--- config.mk ---
export PLATFORM = sky130hd
export DESIGN_NAME = watchdog_timeout_unit
export DESIGN_NICKNAME = d
export VERILOG_FILES = /design/src/rtl/wdt_pkg.sv /design/src/rtl/tick_sync.sv /design/src/rtl/watchdog_timeout_unit.sv
export SDC_FILE = /design/constraint.sdc
export NUM_CORES = 1
export LEC_CHECK = 0
export ABC_AREA = 0
export BUFFER_PORTS_ARGS = -buffer_cell sky130_fd_sc_hd__buf_2
export CORE_MARGIN = 3
export CORE_UTILIZATION = 50
export DETAILED_ROUTE_END_ITERATION = 10
export GPL_TIMING_DRIVEN = 0
export PLACE_DENSITY = 0.76
export SYNTH_ARGS = -nofsm -noshare
export SYNTH_HDL_FRONTEND = slang
export SYNTH_HIERARCHICAL = 1
export SYNTH_SLANG_ARGS = --single-unit
--- constraint.sdc ---
create_clock -name pclk -period 2.32 [get_ports pclk]
set_input_delay 0.696 -clock pclk [delete_from_list [all_inputs] [get_ports pclk]]
set_output_delay 0.696 -clock pclk [all_outputs]
set_load 0.03 [all_outputs]
--- src/rtl/wdt_pkg.sv ---
// Shared constants and types for the watchdog time-out unit.
// Assumes a 32-bit APB slave port with one register per aligned word.
`default_nettype none

package wdt_pkg;

  ////////////////////////////////////////////////////////////////////////////
  // Register byte addresses
  localparam logic [7:0] ADDR_CTRL = 8'h00;
  localparam logic [7:0] ADDR_RELOAD_UPPER = 8'h04;
  localparam logic [7:0] ADDR_RELOAD_HIGH = 8'h08;
  localparam logic [7:0] ADDR_RELOAD_LOW = 8'h0c;
  localparam logic [7:0] ADDR_COUNT = 8'h10;
  localparam logic [7:0] ADDR_IRQ_STATUS = 8'h14;
  localparam logic [7:0] ADDR_IRQ_MASK = 8'h18;

  ////////////////////////////////////////////////////////////////////////////
  // Control register fields
  localparam int CTRL_ENABLE_BIT = 0;
  localparam int CTRL_RESP_BIT = 1;
  localparam int CTRL_STOP_BIT = 6;
  localparam int CTRL_TIMEOUT_BIT = 7;

  // Interrupt status and mask fields
  localparam int IRQ_TIMEOUT_BIT = 0;
  localparam int IRQ_STOP_REC_BIT = 1;
  localparam int IRQ_WIDTH = 2;

  ////////////////////////////////////////////////////////////////////////////
  // Unlock keys written to the control address
  localparam logic [7:0] UNLOCK_KEY_FIRST = 8'h55;
  localparam logic [7:0] UNLOCK_KEY_SECOND = 8'haa;

  // Counter values
  localparam int COUNT_WIDTH = 24;
  localparam logic [23:0] COUNT_ZERO = 24'h000000;
  localparam logic [23:0] COUNT_ONE = 24'h000001;
  localparam logic [23:0] COUNT_WRAP = 24'h0fffff;

  // Reset values
  localparam logic [7:0] RELOAD_UPPER_RST = 8'hff;
  localparam logic [7:0] RELOAD_HIGH_RST = 8'hff;
  localparam logic [7:0] RELOAD_LOW_RST = 8'hff;
  localparam logic [1:0] IRQ_MASK_RST = 2'h0;

  ////////////////////////////////////////////////////////////////////////////
  // Lock state machine
  typedef enum logic [2:0] {
    LOCK_LOCKED = 3'b000,
    LOCK_GOT_FIRST = 3'b001,
    LOCK_WANT_UPPER = 3'b010,
    LOCK_WANT_HIGH = 3'b011,
    LOCK_WANT_LOW = 3'b100
  } lock_state_type;

  // Time-out event group raised by the counter
  typedef struct packed {
    logic stop_rec;
    logic timeout;
  } wdt_event_type;

endpackage : wdt_pkg

`default_nettype wire
--- src/rtl/tick_sync.sv ---
// Two-flop synchroniser with a rising-edge pulse for the oscillator tick.
// Assumes the input is asynchronous to clk and slower than half of it.
`default_nettype none

module tick_sync (
  input wire logic clk,
  input wire logic rst_n,
  input wire logic async_in,
  output logic rise_pulse
);

  logic meta_r;
  logic sync_r;
  logic hist_r;

  ////////////////////////////////////////////////////////////////////////////
  // Synchroniser chain; only sync_r reads meta_r
  always_ff @(posedge clk or negedge rst_n) begin
    if (!rst_n) begin
      meta_r <= 1'b0;
      sync_r <= 1'b0;
      hist_r <= 1'b0;
    end else begin
      meta_r <= async_in;
      sync_r <= meta_r;
      hist_r <= sync_r;
    end
  end

  // One-cycle pulse on each rising oscillator edge
  assign rise_pulse = sync_r & ~hist_r;

endmodule // tick_sync

`default_nettype wire

--- src/rtl/watchdog_timeout_unit.sv ---
// Watchdog time-out unit: 24-bit down-counter, unlock sequence, APB registers.
// Assumes pclk from the system, an asynchronous oscillator tick pin, and
// refresh, stop and debug signals from core logic on pclk.
//
// Added by the designer: the placing of the registers and register access over APB.
`default_nettype none

// Summary of operation
// First enable loads counter, then counts down
// Refresh instruction reloads counter from reload value
// Debug mode refreshes counter continuously
// Zero count times out; option picks response
// Interrupt mode: raise request, set time-out flag
// After interrupt time-out counter wraps, keeps counting
// Interrupt mode in stop: recover, interrupt, flags
// Reset mode: short reset, set time-out flag
// Reset mode in stop: recover instead, set flags
// Reload bytes locked unless unlocked
// Software unlocks with 55h then AAh
// Unlock writes leave control bits unchanged
// Software writes upper, high, low in order
// Stray write relocks the sequence
// Software keeps reload between 4 and max
// Oscillator tick decrements, crossed into pclk safely
module watchdog_timeout_unit (
  input wire logic pclk,
  input wire logic presetn,
  input wire logic psel,
  input wire logic penable,
  input wire logic pwrite,
  input wire logic [7:0] paddr,
  input wire logic [31:0] pwdata,
  output logic [31:0] prdata,
  output logic pready,
  output logic pslverr,
  input wire logic wdt_osc_tick,
  input wire logic refresh_op,
  input wire logic debug_mode,
  input wire logic stop_mode,
  input wire logic timeout_response_select,
  output logic irq,
  output logic short_reset_req,
  output logic stop_recovery_req
);

  logic tick;
  logic setup_ph;
  logic wr_acc;
  logic wr_ctrl;
  logic wr_upper;
  logic wr_high;
  logic wr_low;
  logic is_key_first;
  logic is_key_second;
  logic mapped;
  logic resp_reset_r;
  logic resp_taken_r;
  logic enable_r;
  logic enable_d_r;
  logic timeout_flag_r;
  logic stop_flag_r;
  logic [7:0] reload_upper_r;
  logic [7:0] reload_high_r;
  logic [7:0] reload_low_r;
  logic [23:0] count_r;
  logic [23:0] count_nxt;
  logic [23:0] reload_val;
  logic load_req;
  wdt_pkg::wdt_event_type evt_nxt;
  logic [1:0] irq_status_r;
  logic [1:0] irq_mask_r;
  logic [1:0] irq_set;
  logic [31:0] rd_nxt;
  wdt_pkg::lock_state_type lock_r;
  wdt_pkg::lock_state_type lock_nxt;

  ////////////////////////////////////////////////////////////////////////////
  // Oscillator tick crossing into pclk
  tick_sync u_tick_sync (
    .clk(pclk),
    .rst_n(presetn),
    .async_in(wdt_osc_tick),
    .rise_pulse(tick)
  );

  ////////////////////////////////////////////////////////////////////////////
  // APB decode; answer one cycle after setup, writes land at the access edge
  assign setup_ph = psel & ~penable;
  assign wr_acc = psel & penable & pready & pwrite;
  assign wr_ctrl = wr_acc && (paddr == wdt_pkg::ADDR_CTRL);
  assign wr_upper = wr_acc && (paddr == wdt_pkg::ADDR_RELOAD_UPPER);
  assign wr_high = wr_acc && (paddr == wdt_pkg::ADDR_RELOAD_HIGH);
  assign wr_low = wr_acc && (paddr == wdt_pkg::ADDR_RELOAD_LOW);
  assign is_key_first = (pwdata[7:0] == wdt_pkg::UNLOCK_KEY_FIRST);
  assign is_key_second = (pwdata[7:0] == wdt_pkg::UNLOCK_KEY_SECOND);
  assign mapped = (paddr == wdt_pkg::ADDR_CTRL) || (paddr == wdt_pkg::ADDR_RELOAD_UPPER) ||
                  (paddr == wdt_pkg::ADDR_RELOAD_HIGH) || (paddr == wdt_pkg::ADDR_RELOAD_LOW) ||
                  (paddr == wdt_pkg::ADDR_COUNT) || (paddr == wdt_pkg::ADDR_IRQ_STATUS) ||
                  (paddr == wdt_pkg::ADDR_IRQ_MASK);

  // Read mux
  always_comb begin
    rd_nxt = 32'h00000000;
    unique case (paddr)
      wdt_pkg::ADDR_CTRL: begin
        rd_nxt[wdt_pkg::CTRL_ENABLE_BIT] = enable_r;
        rd_nxt[wdt_pkg::CTRL_RESP_BIT] = resp_reset_r;
        rd_nxt[wdt_pkg::CTRL_STOP_BIT] = stop_flag_r;
        rd_nxt[wdt_pkg::CTRL_TIMEOUT_BIT] = timeout_flag_r;
      end
      wdt_pkg::ADDR_RELOAD_UPPER: rd_nxt[7:0] = reload_upper_r;
      wdt_pkg::ADDR_RELOAD_HIGH: rd_nxt[7:0] = reload_high_r;
      wdt_pkg::ADDR_RELOAD_LOW: rd_nxt[7:0] = reload_low_r;
      wdt_pkg::ADDR_COUNT: rd_nxt[23:0] = count_r;
      wdt_pkg::ADDR_IRQ_STATUS: rd_nxt[1:0] = irq_status_r;
      wdt_pkg::ADDR_IRQ_MASK: rd_nxt[1:0] = irq_mask_r;
      default: rd_nxt = 32'h00000000;
    endcase
  end

  // Bus answer registers
  always_ff @(posedge pclk or negedge presetn) begin
    if (!presetn) begin
      pready <= 1'b0;
      pslverr <= 1'b0;
      prdata <= 32'h00000000;
    end else begin
      pready <= setup_ph;
      pslverr <= setup_ph & ~mapped;
      prdata <= (setup_ph && !pwrite) ? rd_nxt : 32'h00000000;
    end
  end

  ////////////////////////////////////////////////////////////////////////////
  // Lock state machine for the reload bytes
  always_comb begin
    lock_nxt = lock_r;
    if (wr_acc) begin
      lock_nxt = wdt_pkg::LOCK_LOCKED;
      unique case (lock_r)
        wdt_pkg::LOCK_LOCKED: begin
          if (wr_ctrl && is_key_first) begin
            lock_nxt = wdt_pkg::LOCK_GOT_FIRST;
          end
        end
        wdt_pkg::LOCK_GOT_FIRST: begin
          if (wr_ctrl && is_key_second) begin
            lock_nxt = wdt_pkg::LOCK_WANT_UPPER;
          end
        end
        wdt_pkg::LOCK_WANT_UPPER: begin
          if (wr_upper) begin
            lock_nxt = wdt_pkg::LOCK_WANT_HIGH;
          end
        end
        wdt_pkg::LOCK_WANT_HIGH: begin
          if (wr_high) begin
            lock_nxt = wdt_pkg::LOCK_WANT_LOW;
          end
        end
        wdt_pkg::LOCK_WANT_LOW: lock_nxt = wdt_pkg::LOCK_LOCKED;
        default: lock_nxt = wdt_pkg::LOCK_LOCKED;
      endcase
      // A first key restarts the sequence, except right after a first key, where it relocks
      if (wr_ctrl && is_key_first && lock_r != wdt_pkg::LOCK_GOT_FIRST) begin
        lock_nxt = wdt_pkg::LOCK_GOT_FIRST;
      end
    end
  end

  always_ff @(posedge pclk or negedge presetn) begin
    if (!presetn) begin
      lock_r <= wdt_pkg::LOCK_LOCKED;
    end else begin
      lock_r <= lock_nxt;
    end
  end

  // Reload bytes, writable only at their step of the sequence
  always_ff @(posedge pclk or negedge presetn) begin
    if (!presetn) begin
      reload_upper_r <= wdt_pkg::RELOAD_UPPER_RST;
      reload_high_r <= wdt_pkg::RELOAD_HIGH_RST;
      reload_low_r <= wdt_pkg::RELOAD_LOW_RST;
    end else begin
      if (wr_upper && lock_r == wdt_pkg::LOCK_WANT_UPPER) begin
        reload_upper_r <= pwdata[7:0];
      end
      if (wr_high && lock_r == wdt_pkg::LOCK_WANT_HIGH) begin
        reload_high_r <= pwdata[7:0];
      end
      if (wr_low && lock_r == wdt_pkg::LOCK_WANT_LOW) begin
        reload_low_r <= pwdata[7:0];
      end
    end
  end

  ////////////////////////////////////////////////////////////////////////////
  // Response option caught once after reset release
  always_ff @(posedge pclk or negedge presetn) begin
    if (!presetn) begin
      resp_reset_r <= 1'b0;
      resp_taken_r <= 1'b0;
    end else if (!resp_taken_r) begin
      resp_reset_r <= timeout_response_select;
      resp_taken_r <= 1'b1;
    end
  end

  // Enable bit; key writes leave control unchanged
  always_ff @(posedge pclk or negedge presetn) begin
    if (!presetn) begin
      enable_r <= 1'b0;
      enable_d_r <= 1'b0;
    end else begin
      enable_d_r <= enable_r;
      if (wr_ctrl && !is_key_first && !is_key_second) begin
        enable_r <= pwdata[wdt_pkg::CTRL_ENABLE_BIT];
      end
    end
  end

  ////////////////////////////////////////////////////////////////////////////
  // Down-counter
  assign reload_val = {reload_upper_r, reload_high_r, reload_low_r};
  assign load_req = (enable_r & ~enable_d_r) | refresh_op | debug_mode;

  always_comb begin
    count_nxt = count_r;
    evt_nxt = '0;
    if (enable_r) begin
      if (load_req) begin
        count_nxt = reload_val;
      end else if (tick) begin
        if (count_r == wdt_pkg::COUNT_ONE) begin
          count_nxt = wdt_pkg::COUNT_ZERO;
          evt_nxt.timeout = 1'b1;
          evt_nxt.stop_rec = stop_mode;
        end else if (count_r == wdt_pkg::COUNT_ZERO) begin
          if (!resp_reset_r) begin
            count_nxt = wdt_pkg::COUNT_WRAP;
          end
        end else begin
          count_nxt = count_r - wdt_pkg::COUNT_ONE;
        end
      end
    end
  end

  always_ff @(posedge pclk or negedge presetn) begin
    if (!presetn) begin
      count_r <= wdt_pkg::COUNT_ZERO;
    end else begin
      count_r <= count_nxt;
    end
  end

  ////////////////////////////////////////////////////////////////////////////
  // Status flags in the control register; set wins over write-one clear
  always_ff @(posedge pclk or negedge presetn) begin
    if (!presetn) begin
      timeout_flag_r <= 1'b0;
      stop_flag_r <= 1'b0;
    end else begin
      if (evt_nxt.timeout) begin
        timeout_flag_r <= 1'b1;
      end else if (wr_ctrl && !is_key_first && !is_key_second &&
                   pwdata[wdt_pkg::CTRL_TIMEOUT_BIT]) begin
        timeout_flag_r <= 1'b0;
      end
      if (evt_nxt.stop_rec) begin
        stop_flag_r <= 1'b1;
      end else if (wr_ctrl && !is_key_first && !is_key_second &&
                   pwdata[wdt_pkg::CTRL_STOP_BIT]) begin
        stop_flag_r <= 1'b0;
      end
    end
  end

  // Response outputs: short reset or stop recovery pulses
  always_ff @(posedge pclk or negedge presetn) begin
    if (!presetn) begin
      short_reset_req <= 1'b0;
      stop_recovery_req <= 1'b0;
    end else begin
      short_reset_req <= evt_nxt.timeout & resp_reset_r & ~evt_nxt.stop_rec;
      stop_recovery_req <= evt_nxt.stop_rec;
    end
  end

  ////////////////////////////////////////////////////////////////////////////
  // Interrupt status, mask and level output
  assign irq_set[wdt_pkg::IRQ_TIMEOUT_BIT] = evt_nxt.timeout & ~resp_reset_r;
  assign irq_set[wdt_pkg::IRQ_STOP_REC_BIT] = evt_nxt.stop_rec;

  always_ff @(posedge pclk or negedge presetn) begin
    if (!presetn) begin
      irq_status_r <= 2'h0;
      irq_mask_r <= wdt_pkg::IRQ_MASK_RST;
    end else begin
      if (wr_acc && paddr == wdt_pkg::ADDR_IRQ_STATUS) begin
        irq_status_r <= (irq_status_r & ~pwdata[1:0]) | irq_set;
      end else begin
        irq_status_r <= irq_status_r | irq_set;
      end
      if (wr_acc && paddr == wdt_pkg::ADDR_IRQ_MASK) begin
        irq_mask_r <= pwdata[1:0];
      end
    end
  end

  always_ff @(posedge pclk or negedge presetn) begin
    if (!presetn) begin
      irq <= 1'b0;
    end else begin
      irq <= |(irq_status_r & irq_mask_r);
    end
  end

endmodule // watchdog_timeout_unit

`default_nettype wire

==> results.md <==
* Max-cap viol count at 0
* CP Class: input port to flop
* Net count, final at 640
* WL met1 at 5.114 mm
* FF-to-FF path depth at 7
* Slowest stage delay, CP at 540 ps
* DRC errors left at 0
* Setup slack, reg-to-reg at 10 ps
* CTS tree: yes
* Post-route ant nets at 0
* Logic pwr share at 46.5%
* Class of the worst hold path: input port to asynchronous set/reset pin
* Fin area at 6048 sq um
* Fin. Hold Viols at 0
* Drt wl/cell at 18.80 um
* Detailed Place HPWL at 8.878 mm
* Worst-path clk slew at 100 ps
* Fraction of layout instances using a drive strength above 1 at 39.86%
* Net switching power at 2.354 mW
* FILL cells at approximately 660
* Max Clk Rate at roughly 430 MHz
* Crit-path max FO at 5
* CTS Buffer Depth at 2
* Sink Count at 93
* Clock latency at the later pin of the worst-skew pair at 370 ps
* Final Max Slew Viols at 0
* Syn Std Cell Area at 4667 sq um
* Die area at 10530 sq um
* Iter 0 DRT Violations at 392
* Avg Vias per Cell at 6.144
* Switching part of the total at between 30% and 40%
* Dpl cell area at 5157 sq um
* VDD IR max at 0.4548 mV
* Clock Power Share at 19.3%
* P per Cell Area at 983.1 nW/um^2
* Normalized max-slew margin at 56.08%
* Top cells by area, synth: dfrtp_1 (37%), dfstp_2 (14%), nand2_1 (6.3%)
* Worst Path Required at 2580 ps
* Worst Setup Start Kind: input port
* Number of clock buffers inserted by TritonCTS at 9
* Antenna violations before repair at 0
* I/O Pins at 87
* PortBufs at 53
* Max layer used: met4
* Chip width at 102.6 um
* Crit-path cells: buf_6 > or4_4 > or3_4 > buf_8 > nor3_4 > nor4b_4 > nand2_1 > a22o_1
* Wire length on met2 at 6.399 mm
* CTS root buf: clkbuf_8
* Initial Util at 52.49%
* Global-route wire length before repair at 20.44 mm
* Avg Cell Area, Syn at 9.764 sq um
* Post-synthesis sequential area ratio at 50.51%
* Hold buffers post-CTS at 0
* Final worst slack at -15.80 ps
* Synthesized flop and latch total at 93
* Total negative setup slack at -15.80 ps
* Crit path DAT at 2600 ps
* Leading area contributor after synthesis: dfrtp_1
* H-Tree Depth at 3
* Fin util at approximately two thirds
* Failing checks: negative setup slack
* Fin crit share at 100.7%
* Area grow syn2layout at 29.60%
* Placer Congestion at slightly above 0.9
* Crit. End Element: flop
* Worst Tran Pin Value at 658.8 ps
* Core Box Area at 8891 sq um
* Min Tclk post-route at 2336 ps
* Tot GR Track Use at 25.11%
* Clk_skew at 9.324 ps
* Post-Syn Instances at about 480
* Drt pass-1 iters at 6
* Post-synth cell types at 53
* WL final at ~13 mm
* Slowest CP cell: or4_4
* RSZ-0062 raised after global routing: yes
* Vias at about 4300
* Reg power frac at 34.3%
* Grt total ovfl at 0
* Met3 wire length at 1.205 mm
* Synth warn at 6
* Post-synth top area share at 37.00%
* Largest net degree at the start of global routing at 55
* Site row count at 34
* Final Power at about 6 mW
* Int Pwr at 3.592 mW
* Status: finished, violations left
* Pre-CTS setup slack at -699.3 ps
* Leak pwr at between 2 and 3 nW
* Vias in the first global route at 4079
* Ant diodes at 0
* Final Setup Violations at 1
* Die Y at 102.6 um
[area by class of cell]
class                   count  area [sq um]  area share, %
plain buffers              30         246.5          4.075
clock buffers               9         123.9          2.048
clock inverters             7         78.83          1.303
inverters                  12         45.04         0.7447
multi-input cells         347          2400          39.68
flip-flops and latches     93          2365          39.10
well taps                 108         135.1          2.234
repair buffers             94         654.4          10.82
[worst paths after layout]
| path | start | to |
|---|---|---|
| min in group pclk | u_tick_sync/meta_r | u_tick_sync/sync_r |
| max | paddr[1] | stop_flag_r |
| min reg2reg | u_tick_sync/meta_r | u_tick_sync/sync_r |
| max reg2reg | count_r[10] | count_r[23] |
| max in group asynchronous | presetn | reload_upper_r[2] |
| min | presetn | prdata[18] |
[metrics by stage]
step                      std cells  hold WS [ps]
after floorplan                 485         331.2
after detailed placement        647         341.8
after global placement          646         334.9
after CTS                       679         315.0
after global routing            700         336.7
final                           700         296.4
[worst max-delay path, delay by kind of cell]
family / cells / cell delay [ps]
buffers and inverters: 2 / 240
AOI/OAI and AO/OA: 1 / 180
and+or+nand+nor: 5 / 1480
[what timing repair did]
action                                  in CTS  in global routing
pin swaps                                    9                 26
gates resized for setup                     38                 70
endpoints found under the setup margin      66                 59
endpoints found under the hold margin        0                  0
cloned                                       0                  1
setup buffers                               18                 21
[cells in the mapped netlist (all sizes together)]
cell      n
nand2    78
dfrtp    69
a21oi    29
nor2     27
dfstp    24
o21ai    23
mux2     20
clkbuf   19
nand3    18
a31oi    17
and3     16
buf      14
inv      12
nor3     12
a22o      9
a22oi     8
or4       7
nand4     6
o211ai    6
nor2b     5
a222oi    4
mux2i     4
nand2b    4
nor4      4
o22ai     4
and2      3
and4      3
ha        3
nand3b    3
or3       3
a41o      2
conb      2
nor3b     2
nor4b     2
o311ai    2
o31ai     2
o41ai     2
or2       2
or3b      2
a21o      1
a32o      1
nand4b    1
nand4bb   1
o2bb2ai   1
or4bb     1
[cell usage in the layout, fill, tap and decap left out, types with 12 or more instances in the layout]
cell	instances
a31oi_1	14
nand3_1	15
buf_2	52
buf_6	12
o21ai_0	13
mux2_2	18
dfstp_2	24
inv_1	12
nor2_1	22
dfrtp_1	63
buf_4	43
nand2_1	74
a21oi_1	21
and3_1	16
[flip-flops by register name, summed over array words and instances (netlist names), 2 cells and up]
signal,cells
count_r,24
prdata,24
reload_high_r,8
reload_low_r,8
reload_upper_r,8
lock_r,3
irq_mask_r,2
irq_status_r,2
[cell families after synthesis]
family | count (synthesis) | synth area share, %
muxes | 24 | 5.844
AOI/OAI and AO/OA | 111 | 15.25
and+or+nand+nor | 200 | 22.73
adders and majority gates | 3 | 0.8044
other | 2 | 0.1609
DFF | 93 | 50.51
buffers and inverters | 45 | 4.692
[power groups by stage]
stage                     Sequential, mW  Clock [mW]  Combinational, mW
after global placement              2.04           0               1.60
after global routing                2.06        1.22               2.96
after detailed placement            2.05           0               1.66
final                               2.04        1.15               2.76
after floorplan                     1.97           0               1.29
after CTS                           2.01        1.15               2.14
[routing by layer]
| layer | vias to the layer above | GRT usage [%] |
|---|---|---|
| met5 | - | 0 |
| met4 | 0 | 12.61 |
| met3 | 45 | 4.804 |
| met2 | 256 | 40.52 |
| met1 | 2069 | 32.32 |
| li1 | 1931 | - |
Note: power is estimated with default switching activity, not from simulation.
